### src/inc/csft_consts.vh
// Constants for the status-flag, decimal arithmetic and clock-rate block.
// Included by rtl/csft_core.v; definitions only.
`ifndef CSFT_CONSTS_VH
`define CSFT_CONSTS_VH
`define CSFT_ADDR_CTRL 12'h000
`define CSFT_ADDR_STATUS 12'h004
`define CSFT_ADDR_OPND 12'h008
`define CSFT_ADDR_RESULT 12'h00c
`define CSFT_ADDR_DIR 12'h010
`define CSFT_ADDR_SP 12'h014
`define CSFT_ADDR_STACK 12'h018
`define CSFT_ADDR_TICKS 12'h01c
`define CSFT_ADDR_IRQ 12'h020
// Status word bit positions.
`define CSFT_C 0
`define CSFT_Z 1
`define CSFT_I 2
`define CSFT_D 3
`define CSFT_B 4
`define CSFT_T 5
`define CSFT_V 6
`define CSFT_N 7
`define CSFT_STATUS_RESET 8'h04
`define CSFT_SP_RESET 8'hff
// Operation codes written to the control register.
`define CSFT_OP_ADC 4'h1
`define CSFT_OP_SUB 4'h2
`define CSFT_OP_SETD 4'h3
`define CSFT_OP_CLRD 4'h4
`define CSFT_OP_SETC 4'h5
`define CSFT_OP_CLRC 4'h6
`define CSFT_OP_MULT 4'h7
`define CSFT_OP_DIV 4'h8
`define CSFT_OP_PUSH 4'h9
`define CSFT_OP_PULL 4'ha
`define CSFT_OP_CLI 4'hb
`define CSFT_OP_SEI 4'hc
// Internal clock dividers in oscillator ticks: sub ticks in low mode, main ticks otherwise.
`define CSFT_DIV_HIGH 4'h2
`define CSFT_DIV_MID 4'h8
`define CSFT_DIV_LOW 4'h2
`define CSFT_MODE_HIGH 2'h0
`define CSFT_MODE_MID 2'h1
`define CSFT_MODE_LOW 2'h2
`define CSFT_OP_CYCLES 4'h2
`endif

### src/rtl/csft_core.v
// Status word, decimal arithmetic, multiply/divide and internal clock rate of
// an 8-bit core, reached over APB. Oscillator inputs are synchronous enables.
`timescale 1ns/100ps
`include "csft_consts.vh"
module csft_core (
  // Clock and reset
  input wire sys_clk_i,
  input wire rstn_i,
  // Oscillator tick enables
  input wire main_oscillator_input_i,
  input wire sub_oscillator_input_i,
  // APB slave
  input wire psel_i,
  input wire penable_i,
  input wire pwrite_i,
  input wire [11:0] paddr_i,
  input wire [31:0] pwdata_i,
  output reg [31:0] prdata_o,
  output wire pready_o,
  output wire pslverr_o,
  // Core side
  input wire irq_req_i,
  output wire irq_take_o,
  output wire phi_en_o,
  output reg busy_o,
  output reg [7:0] port_dir_o
);
  reg [7:0] stat_q;
  reg [7:0] acc_q;
  reg [7:0] opnd_q;
  reg [7:0] hi_q;
  reg [7:0] sp_q;
  reg [7:0] stack_q [0:255];
  reg [1:0] mode_q;
  reg [3:0] div_q;
  reg [3:0] cyc_q;
  reg [3:0] op_q;
  reg [31:0] ticks_q;
  reg phi_q;
  wire wr_en;
  wire rd_en;
  wire osc_tick;
  wire [3:0] div_lim;
  wire [8:0] bin_sum;
  wire [8:0] bin_dif;
  wire [4:0] lo_add;
  wire [4:0] lo_sub;
  reg [8:0] dec_sum;
  reg [8:0] dec_dif;
  wire [15:0] product;
  wire [7:0] quot;
  wire [7:0] remd;
  reg [7:0] stat_d;
  reg [7:0] acc_d;
  reg [7:0] hi_d;
  reg [7:0] sp_d;

  assign wr_en = psel_i & penable_i & pwrite_i;
  assign rd_en = psel_i & penable_i & ~pwrite_i;
  assign pready_o = 1'b1;
  assign pslverr_o = 1'b0;

  // The low-speed mode counts sub oscillator ticks, the others main ticks.
  assign osc_tick = (mode_q == `CSFT_MODE_LOW) ? sub_oscillator_input_i :
                    main_oscillator_input_i;
  assign div_lim = (mode_q == `CSFT_MODE_MID) ? `CSFT_DIV_MID :
                   (mode_q == `CSFT_MODE_LOW) ? `CSFT_DIV_LOW : `CSFT_DIV_HIGH;
  assign phi_en_o = phi_q;

  always @(posedge sys_clk_i or negedge rstn_i)
  begin
    if (!rstn_i)
    begin
      div_q <= 4'h0;
      phi_q <= 1'b0;
    end
    else
    begin
      phi_q <= 1'b0;
      if (osc_tick)
      begin
        if (div_q + 4'h1 >= div_lim)
        begin
          div_q <= 4'h0;
          phi_q <= 1'b1;
        end
        else
        begin
          div_q <= div_q + 4'h1;
        end
      end
    end
  end

  // Binary results; decimal results adjust nibble by nibble.
  assign bin_sum = {1'b0, acc_q} + {1'b0, opnd_q} + {8'h00, stat_q[`CSFT_C]};
  assign bin_dif = {1'b0, acc_q} - {1'b0, opnd_q} - {8'h00, ~stat_q[`CSFT_C]};
  assign lo_add = {1'b0, acc_q[3:0]} + {1'b0, opnd_q[3:0]} + {4'h0, stat_q[`CSFT_C]};
  assign lo_sub = {1'b0, acc_q[3:0]} - {1'b0, opnd_q[3:0]} - {4'h0, ~stat_q[`CSFT_C]};

  always @*
  begin
    dec_sum = bin_sum;
    if (lo_add > 5'h09)
    begin
      dec_sum = bin_sum + 9'h006;
    end
    if (dec_sum[8:4] > 5'h09)
    begin
      dec_sum = dec_sum + 9'h060;
    end
    dec_dif = bin_dif;
    if (lo_sub[4])
    begin
      dec_dif = dec_dif - 9'h006;
    end
    if (bin_dif[8])
    begin
      dec_dif = dec_dif - 9'h060;
    end
  end

  // Multiply and divide read no mode flags at all.
  assign product = acc_q * opnd_q;
  assign quot = (opnd_q == 8'h00) ? 8'hff : acc_q / opnd_q;
  assign remd = (opnd_q == 8'h00) ? acc_q : acc_q % opnd_q;

  always @*
  begin
    stat_d = stat_q;
    acc_d = acc_q;
    hi_d = hi_q;
    sp_d = sp_q;
    case (op_q)
      `CSFT_OP_ADC:
      begin
        if (stat_q[`CSFT_D])
        begin
          acc_d = dec_sum[7:0];
          stat_d[`CSFT_C] = dec_sum[8] | (dec_sum[7:4] > 4'h9);
          // Negative and zero follow the binary sum, so are not valid; overflow keeps its value.
          stat_d[`CSFT_Z] = (bin_sum[7:0] == 8'h00);
          stat_d[`CSFT_N] = bin_sum[7];
        end
        else
        begin
          acc_d = bin_sum[7:0];
          stat_d[`CSFT_C] = bin_sum[8];
          stat_d[`CSFT_Z] = (bin_sum[7:0] == 8'h00);
          stat_d[`CSFT_N] = bin_sum[7];
          stat_d[`CSFT_V] = (acc_q[7] == opnd_q[7]) & (bin_sum[7] != acc_q[7]);
        end
      end
      `CSFT_OP_SUB:
      begin
        acc_d = stat_q[`CSFT_D] ? dec_dif[7:0] : bin_dif[7:0];
        stat_d[`CSFT_C] = ~bin_dif[8];
        stat_d[`CSFT_Z] = (bin_dif[7:0] == 8'h00);
        stat_d[`CSFT_N] = bin_dif[7];
        stat_d[`CSFT_V] = (acc_q[7] != opnd_q[7]) & (bin_dif[7] != acc_q[7]);
      end
      `CSFT_OP_SETD: stat_d[`CSFT_D] = 1'b1;
      `CSFT_OP_CLRD: stat_d[`CSFT_D] = 1'b0;
      `CSFT_OP_SETC: stat_d[`CSFT_C] = 1'b1;
      `CSFT_OP_CLRC: stat_d[`CSFT_C] = 1'b0;
      `CSFT_OP_CLI: stat_d[`CSFT_I] = 1'b0;
      `CSFT_OP_SEI: stat_d[`CSFT_I] = 1'b1;
      `CSFT_OP_MULT:
      begin
        acc_d = product[7:0];
        hi_d = product[15:8];
      end
      `CSFT_OP_DIV:
      begin
        acc_d = quot;
        hi_d = remd;
      end
      `CSFT_OP_PUSH: sp_d = sp_q - 8'h01;
      `CSFT_OP_PULL:
      begin
        sp_d = sp_q + 8'h01;
        stat_d = stack_q[sp_q + 8'h01];
      end
      default: stat_d = stat_q;
    endcase
  end

  always @(posedge sys_clk_i)
  begin
    if (busy_o && phi_q && cyc_q == 4'h1 && op_q == `CSFT_OP_PUSH)
    begin
      stack_q[sp_q] <= stat_q;
    end
  end

  // An operation is accepted only while idle and retires on a phi boundary,
  // so it ends on the second phi pulse after it is accepted.
  always @(posedge sys_clk_i or negedge rstn_i)
  begin
    if (!rstn_i)
    begin
      stat_q <= `CSFT_STATUS_RESET;
      acc_q <= 8'h00;
      opnd_q <= 8'h00;
      hi_q <= 8'h00;
      sp_q <= `CSFT_SP_RESET;
      mode_q <= `CSFT_MODE_HIGH;
      op_q <= 4'h0;
      cyc_q <= 4'h0;
      busy_o <= 1'b0;
      ticks_q <= 32'h0000_0000;
      port_dir_o <= 8'h00;
    end
    else
    begin
      if (phi_q)
      begin
        ticks_q <= ticks_q + 32'h0000_0001;
      end
      if (busy_o && phi_q)
      begin
        if (cyc_q == 4'h1)
        begin
          stat_q <= stat_d;
          acc_q <= acc_d;
          hi_q <= hi_d;
          sp_q <= sp_d;
          busy_o <= 1'b0;
        end
        cyc_q <= cyc_q - 4'h1;
      end
      if (wr_en)
      begin
        case (paddr_i)
          `CSFT_ADDR_CTRL:
          begin
            mode_q <= pwdata_i[9:8];
            if (!busy_o && pwdata_i[3:0] != 4'h0)
            begin
              op_q <= pwdata_i[3:0];
              cyc_q <= `CSFT_OP_CYCLES;
              busy_o <= 1'b1;
            end
          end
          `CSFT_ADDR_OPND:
          begin
            opnd_q <= pwdata_i[7:0];
          end
          `CSFT_ADDR_RESULT:
          begin
            if (!busy_o)
            begin
              acc_q <= pwdata_i[7:0];
            end
          end
          `CSFT_ADDR_DIR:
          begin
            port_dir_o <= pwdata_i[7:0];
          end
          default:
          begin
            op_q <= op_q;
          end
        endcase
      end
    end
  end

  assign irq_take_o = irq_req_i & ~stat_q[`CSFT_I];

  always @*
  begin
    prdata_o = 32'h0000_0000;
    if (rd_en)
    begin
      case (paddr_i)
        `CSFT_ADDR_CTRL: prdata_o = {22'h0, mode_q, 3'h0, busy_o, op_q};
        `CSFT_ADDR_STATUS: prdata_o = {24'h0, stat_q};
        `CSFT_ADDR_OPND: prdata_o = {24'h0, opnd_q};
        `CSFT_ADDR_RESULT: prdata_o = {16'h0, hi_q, acc_q};
        `CSFT_ADDR_DIR: prdata_o = 32'h0000_0000;
        `CSFT_ADDR_SP: prdata_o = {24'h0, sp_q};
        `CSFT_ADDR_STACK: prdata_o = {24'h0, stack_q[sp_q + 8'h01]};
        `CSFT_ADDR_TICKS: prdata_o = ticks_q;
        `CSFT_ADDR_IRQ: prdata_o = {31'h0, ~stat_q[`CSFT_I]};
        default: prdata_o = 32'h0000_0000;
      endcase
    end
  end
endmodule // csft_core

### config.mk
export PLATFORM = sky130hd
export DESIGN_NAME = csft_core
export DESIGN_NICKNAME = d
export VERILOG_FILES = /design/src/rtl/csft_core.v
export VERILOG_INCLUDE_DIRS = /design/src /design/src/inc
export SDC_FILE = /design/constraint.sdc
export NUM_CORES = 2
export LEC_CHECK = 0
export CAP_MARGIN = 10
export CORE_ASPECT_RATIO = 2
export CORE_MARGIN = 2
export CORE_UTILIZATION = 25
export DETAILED_ROUTE_END_ITERATION = 12
export DONT_BUFFER_PORTS = 1
export SLEW_MARGIN = 20
export SYNTH_ARGS = -nofsm -noshare
export SYNTH_HDL_FRONTEND = slang
export SYNTH_SLANG_ARGS = --single-unit
### constraint.sdc
create_clock -name sys_clk_i -period 12.39 [get_ports sys_clk_i]
set_input_delay 1.8585 -clock sys_clk_i [delete_from_list [all_inputs] [get_ports sys_clk_i]]
set_output_delay 1.8585 -clock sys_clk_i [all_outputs]
set_load 0.01 [all_outputs]
Word-level counts from Yosys, hierarchy flattened
Memory sizes are Yosys's and may differ from the RTL's.
Cells that the tools add are included.
{ "totals": {"input_bits": 52, "word_cells": 151, "mem_bits_rw": 2048, "mem_count": 1, "register_bits": 96, "out_inout_bits": 45} }
{ "memory_table": {"columns": ["memory", "depth", "word_bits", "rd", "rd_clocked_by_memory_dff", "wr", "line_no", "source"], "rows": [
  ["stack_q", 256, 8, 1, 0, 1, "csft_core.v:33", "reg [7:0] stack_q [0:255];"]
]} }
{ "classes": {"bitwise_logic": 11, "mul": 1, "div": 2, "n_mux": 41, "n_addsub": 17, "n_eq_ne": 28, "reduce_logical": 28, "order_cmp": 4} }
{ "ops": {"columns": ["cell", "count"], "rows": [
  ["case mux 32 bit (8 select lines)", 1],
  ["two-way mux 8 bit", 11],
  ["equality test 12 x 5 -> 1 bit, second input constant", 4],
  ["adder 32 x 1 -> 32 bit, second input constant", 1],
  ["two-way mux 32 bit", 1],
  ["case mux 8 bit (2 select lines)", 2],
  ["case mux 8 bit (4 select lines)", 1],
  ["equality test 12 x 4 -> 1 bit, second input constant", 2],
  ["logical NOT 8 bit", 3],
  ["two-way mux 4 bit", 6],
  ["AND reduction 3 bit", 8],
  ["equality test 4 bit, second input constant", 5],
  ["two-way mux 9 bit", 2],
  ["equality test 4 x 3 -> 1 bit, second input constant", 4],
  ["multiplier 8 x 8 -> 16 bit", 1],
  ["equality test 12 x 3 -> 1 bit, second input constant", 1],
  ["equality test 12 x 6 -> 1 bit, second input constant", 1],
  ["logical NOT 12 bit", 1],
  ["two-way mux 1 bit", 12],
  ["greater-than comparator 5 x 4 -> 1 bit, second input constant", 2],
  ["adder 8 x 8 -> 9 bit", 1],
  ["adder 9 x 1 -> 9 bit", 1],
  ["adder 9 x 3 -> 9 bit, second input constant", 1],
  ["adder 9 x 7 -> 9 bit, second input constant", 1],
  ["other kinds (37)", 59]
]} }

Longest topological paths before layout
{ "logic_depth": {"word_depth": 13, "depth_mapped": 56, "ltp_nobuf": 54} }

Worst setup path after synthesis
No wires, ideal clock.
{ "synth_timing": {"path_kind": "register -> register", "start": "register opnd_q[1]", "end": "register hi_q[4]", "slack_ns": 0.900, "required_time_ns": 12.262, "setup_ns": 0.128, "path_stages_with_launch": 51, "synth_period_minus_slack_ns": 11.490, "n_path_buf": 2, "t_arrival_ns": 11.362, "cell_sequence": "dfrtp_1 > clkinv_1 > and3_1 > a21oi_1 > a21oi_1 > ha_1 > o21a_1 > nor2_1 > nor2_1 > mux2_2 > ha_1 > o21a_1 > o2111ai_1 > mux2i_1 > ha_1 > o21a_1 > o21a_1 > o21a_1 > (+15 left out) > mux2i_1 > ha_1 > o21a_1 > o21a_1 > o211ai_1 > nand2_1 > a41oi_1 > o21ai_0 > fa_1 > a21o_1 > a21o_1 > a211oi_1 > o21ai_0 > a21oi_1 > clkbuf_1 > o21ai_0 > a211oi_1 > nor3_1"} }
{ "synth_between": {"elab_chain_len": 3} }
{ "synth_lines": {"columns": ["item", "line_no", "source"], "rows": [
  ["start: declaration", "csft_core.v:30", "reg [7:0] opnd_q;"],
  ["start signal: assignment", "csft_core.v:247", "opnd_q <= pwdata_i[7:0];"],
  ["modulo 8 x 8 -> 8 bit or logical NOT 8 bit (tied branches)", "csft_core.v:126", "assign remd = (opnd_q == 8'h00) ? acc_q : acc_q % opnd_q;"],
  ["two-way mux 8 bit", "csft_core.v:126", null],
  ["case mux 8 bit (2 select lines) (*)", "csft_core.v:134", "case (op_q)"],
  ["end signal: assignment", "csft_core.v:226", "hi_q <= hi_d;"],
  ["end: declaration", "csft_core.v:31", "reg [7:0] hi_q;"]
]} }
Every way passes the cells marked *; elsewhere a longest branch is shown, timed or not.
A chain may end at the register's enable or synchronous reset.

Final worst setup path
{ "layout_timing": {"start": "register opnd_q[4]", "end": "register hi_q[1]"} }
The elaborated chain is that of the path after synthesis.

==> results by group <==
Run status
  • Status: complete, no violations

STA
  • Final setup violation count: 0
  • Tcrit/Tclk final: 94.0%
  • Fin worst setup slack: 0.739 ns
  • Worst rel slew slack: 16.8%
  • Min Clock Period, post-route: 11.65 ns
  • Final Hold Fails: 0
  • Slew @ Worst Pin: 1.24 ns
  • Max Fclk: 85.8 MHz
  • Final Max Slew Viols: 0
  • Final Skew: 0.107 ns
  • RSZ-0062 raised after global routing: false

Setup path
  • Most used cell, CP: o21a_1
  • Worst r2r path cells: 56
  • Worst-path maximum fanout: 11
  • Worst EP required: 13.13 ns
  • Critical path origin: opnd_q[4]
  • CP Launch Type: flip-flop
  • Crit path max-delay cell type: dfrtp_1
  • Crit end category: flip-flop
  • Arrival time worst endpoint: 12.39 ns
  • Reg2reg setup slack: 0.74 ns
  • Worst path max stage delay: 0.40 ns
  • Setup crit end: hi_q[1]
  • R2R Path End: hi_q[1]
  • Worst r2r src: opnd_q[4]
  • WS Path Type: reg2reg

Clock tree
  • CTS buffer count: 177
  • Reg clk slew, reported paths: 0.07 ns
  • CTS max path bufs: 4
  • H-Tree Depth: 4
  • CTS tree: yes
  • Root Buffer: clkbuf_16
  • Clk sink count: 2,144
  • Skew-Pair Late Insertion Delay: 0.87 ns

Placement
  • Hpwl dp: 162,000 um
  • GP Congestion: 0.900
  • Port buffer count: 0
  • Placed cell area: 95,900 sq um
  • Pre-CTS WS: -0.0214 ns
  • # placed instances: 9,218

Die
  • Die W: 428 um
  • Rows: 311
  • Core Area: 359,000 sq um
  • Die area: 365,000 sq um
  • I/O pin count: 97
  • Initial Util: 25.1%
  • Die H: 853 um

Layout
  • Post-layout util: 28.3%
  • FILL cells: 35,200
  • Layout Cells excl Fill: 9,543
  • Area growth from synthesis to layout: 12.7%
  • Layout cell share with drive strength beyond 1: 22.3%
  • Layout net count: 4,911
  • Post-layout instance area: 102,000 sq um

Yosys
  • Post-synth top area share: 68.3%
  • Synth warnings: 0
  • Post-synth top area cell: edfxtp_1
  • Post-synth EDFFs: 2,048
  • Most frequent cells after synthesis: edfxtp_1 (2,048), mux4_2 (656), nor2_1 (399)
  • Sequential share of the synthesized area: 70.9%
  • Synth Register Bits: 2,144
  • Number of library cell types mapped by synthesis: 81
  • Syn Area/Cell: 19.3 sq um
  • Dominant cells by area after synthesis: edfxtp_1 (68%), mux4_2 (16%), dfrtp_1 (2.4%), nor2_1 (1.7%), ha_1 (1.6%)
  • Syn_nets: 4,867
  • Post-Syn Area: 90,100 sq um
  • Most common cell in the netlist: edfxtp_1
  • Synth async-reset ratio: 4.48%
  • Post-Synthesis Cells: 4,659
  • Primary FF master, synth: edfxtp_1

Power and ir drop
  • P per Cell Area: 133 nW/um^2
  • Lkg Pwr: 0.0294 uW
  • Final total power: 13,500 uW
  • Worst VDD drop: 0.106 mV

Routing
  • Initial DRC Count: 3,998
  • Antenna Nets Post-Route: 0
  • Vias per Instance: 4.69
  • DRT Pass-1 Iters: 6
  • Wirelength, routed: 242,000 um
  • Wire per inst: 25.4 um
  • Via count: 44,700
  • DR DRC count: 0

Global route
  • Number of antenna violations at the first check in global routing: 8
  • First-pass GRT wire length: 347,000 um
  • GRT overflow: 0
  • Vias in the first global route: 47,700
  • Overall routing resource usage: 12.9%
  • Pin count of the biggest net entering global routing: 182

Hold path
  • Hold Crit Start: ticks_q[31]
  • HP Class: reg2reg

Flow run
  • Max_cap viols: 0
## area by class of cell
cell class | count | area [sq um] | share of cell area, %
multi-input combinational | 2170 | 24800 | 24.4
antenna | 16 | 40.0 | 0.0394
clock inverter | 90 | 852 | 0.839
timing repair buffer | 107 | 961 | 0.947
inverter | 103 | 387 | 0.381
clock buffer | 218 | 4670 | 4.60
sequential | 2144 | 63900 | 63.0
tap | 4695 | 5870 | 5.79
## how the worst min path moves through the flow
stage,to,slack [ns],depth (start not counted)
2_1_floorplan,ticks_q[31],0.44,1
3_3_place_gp,ticks_q[31],0.46,1
3_5_place_dp,ticks_q[31],0.46,1
4_1_cts,ticks_q[31],0.47,1
5_1_grt,ticks_q[31],0.50,1
6_report,ticks_q[31],0.46,1
## metrics by stage
stage	setup TNS, ns	hold slack (ns)
global route	0	0.496
floorplan	0	0.438
global placement	0	0.459
detailed placement	-0.0214	0.455
CTS	0	0.470
finish	0	0.464
## kinds of logic after synthesis
kind of cell	Yosys count	share of synthesized area, %
compound gates	348	2.56
xor+xnor	97	0.967
fa+ha+maj	156	2.51
buf+inv	345	1.71
flops	2144	70.9
mux	726	17.2
other cells	2	0.00834
simple gates	841	4.09
## power by group
part | switching, uW | leakage [uW] | total (uW) | internal [uW]
combinational | 62.2 | 0.00772 | 114 | 51.9
clock | 2600 | 0.00268 | 5580 | 2980
sequential | 25.0 | 0.0190 | 7850 | 7820
## layout by cell type (no fill, tap or decap), types with 29 or more instances in the layout
master | Yosys | layout
mux2i_1 | 45 | 43
a21oi_1 | 72 | 71
buf_4 | 21 | 95
clkbuf_1 | 129 | 37
fa_1 | 41 | 41
dfrtp_1 | 87 | 80
nor3_1 | 38 | 37
inv_1 | 99 | 99
nor2_1 | 399 | 397
clkbuf_16 | 0 | 181
clkinv_1 | 4 | 40
mux4_2 | 656 | 656
ha_1 | 115 | 114
o21ai_0 | 80 | 75
nand3_1 | 68 | 68
nand2_1 | 199 | 187
xnor2_1 | 65 | 63
xor2_1 | 30 | 29
edfxtp_1 | 2048 | 2048
## flip-flops by register name (all words and copies together) (netlist names), 8 cells and up
| name | cells |
|---|---|
| sp_q | 8 |
| acc_q | 8 |
| opnd_q | 8 |
| stat_q | 8 |
| ticks_q | 32 |
| port_dir_o | 8 |
| hi_q | 8 |
| stack_q | 2048 |
## what timing repair did
item	CTS	global route
hold buffers	0	0
buffers inserted	0	0
gates resized for setup	1	12
endpoints found under the setup margin	1	9
pin swaps	0	1
## routing by layer
layer  track usage, %  share of wire [%]
met3             1.33                4.1
met2             25.7                 57
met1             12.4                 32
met5                0                  0
met4             8.54                7.2
## critical path, delay by kind of cell, from the launching register on
family	cells	cell delay (ns)
DFF	1	0.40
adders and majority gates	7	1.97
and+or+nand+nor	6	1.07
buffers and inverters	7	1.03
muxes	4	1.04
AOI/OAI and AO/OA	32	6.08
No activity file was read; power rests on OpenSTA's default activity.
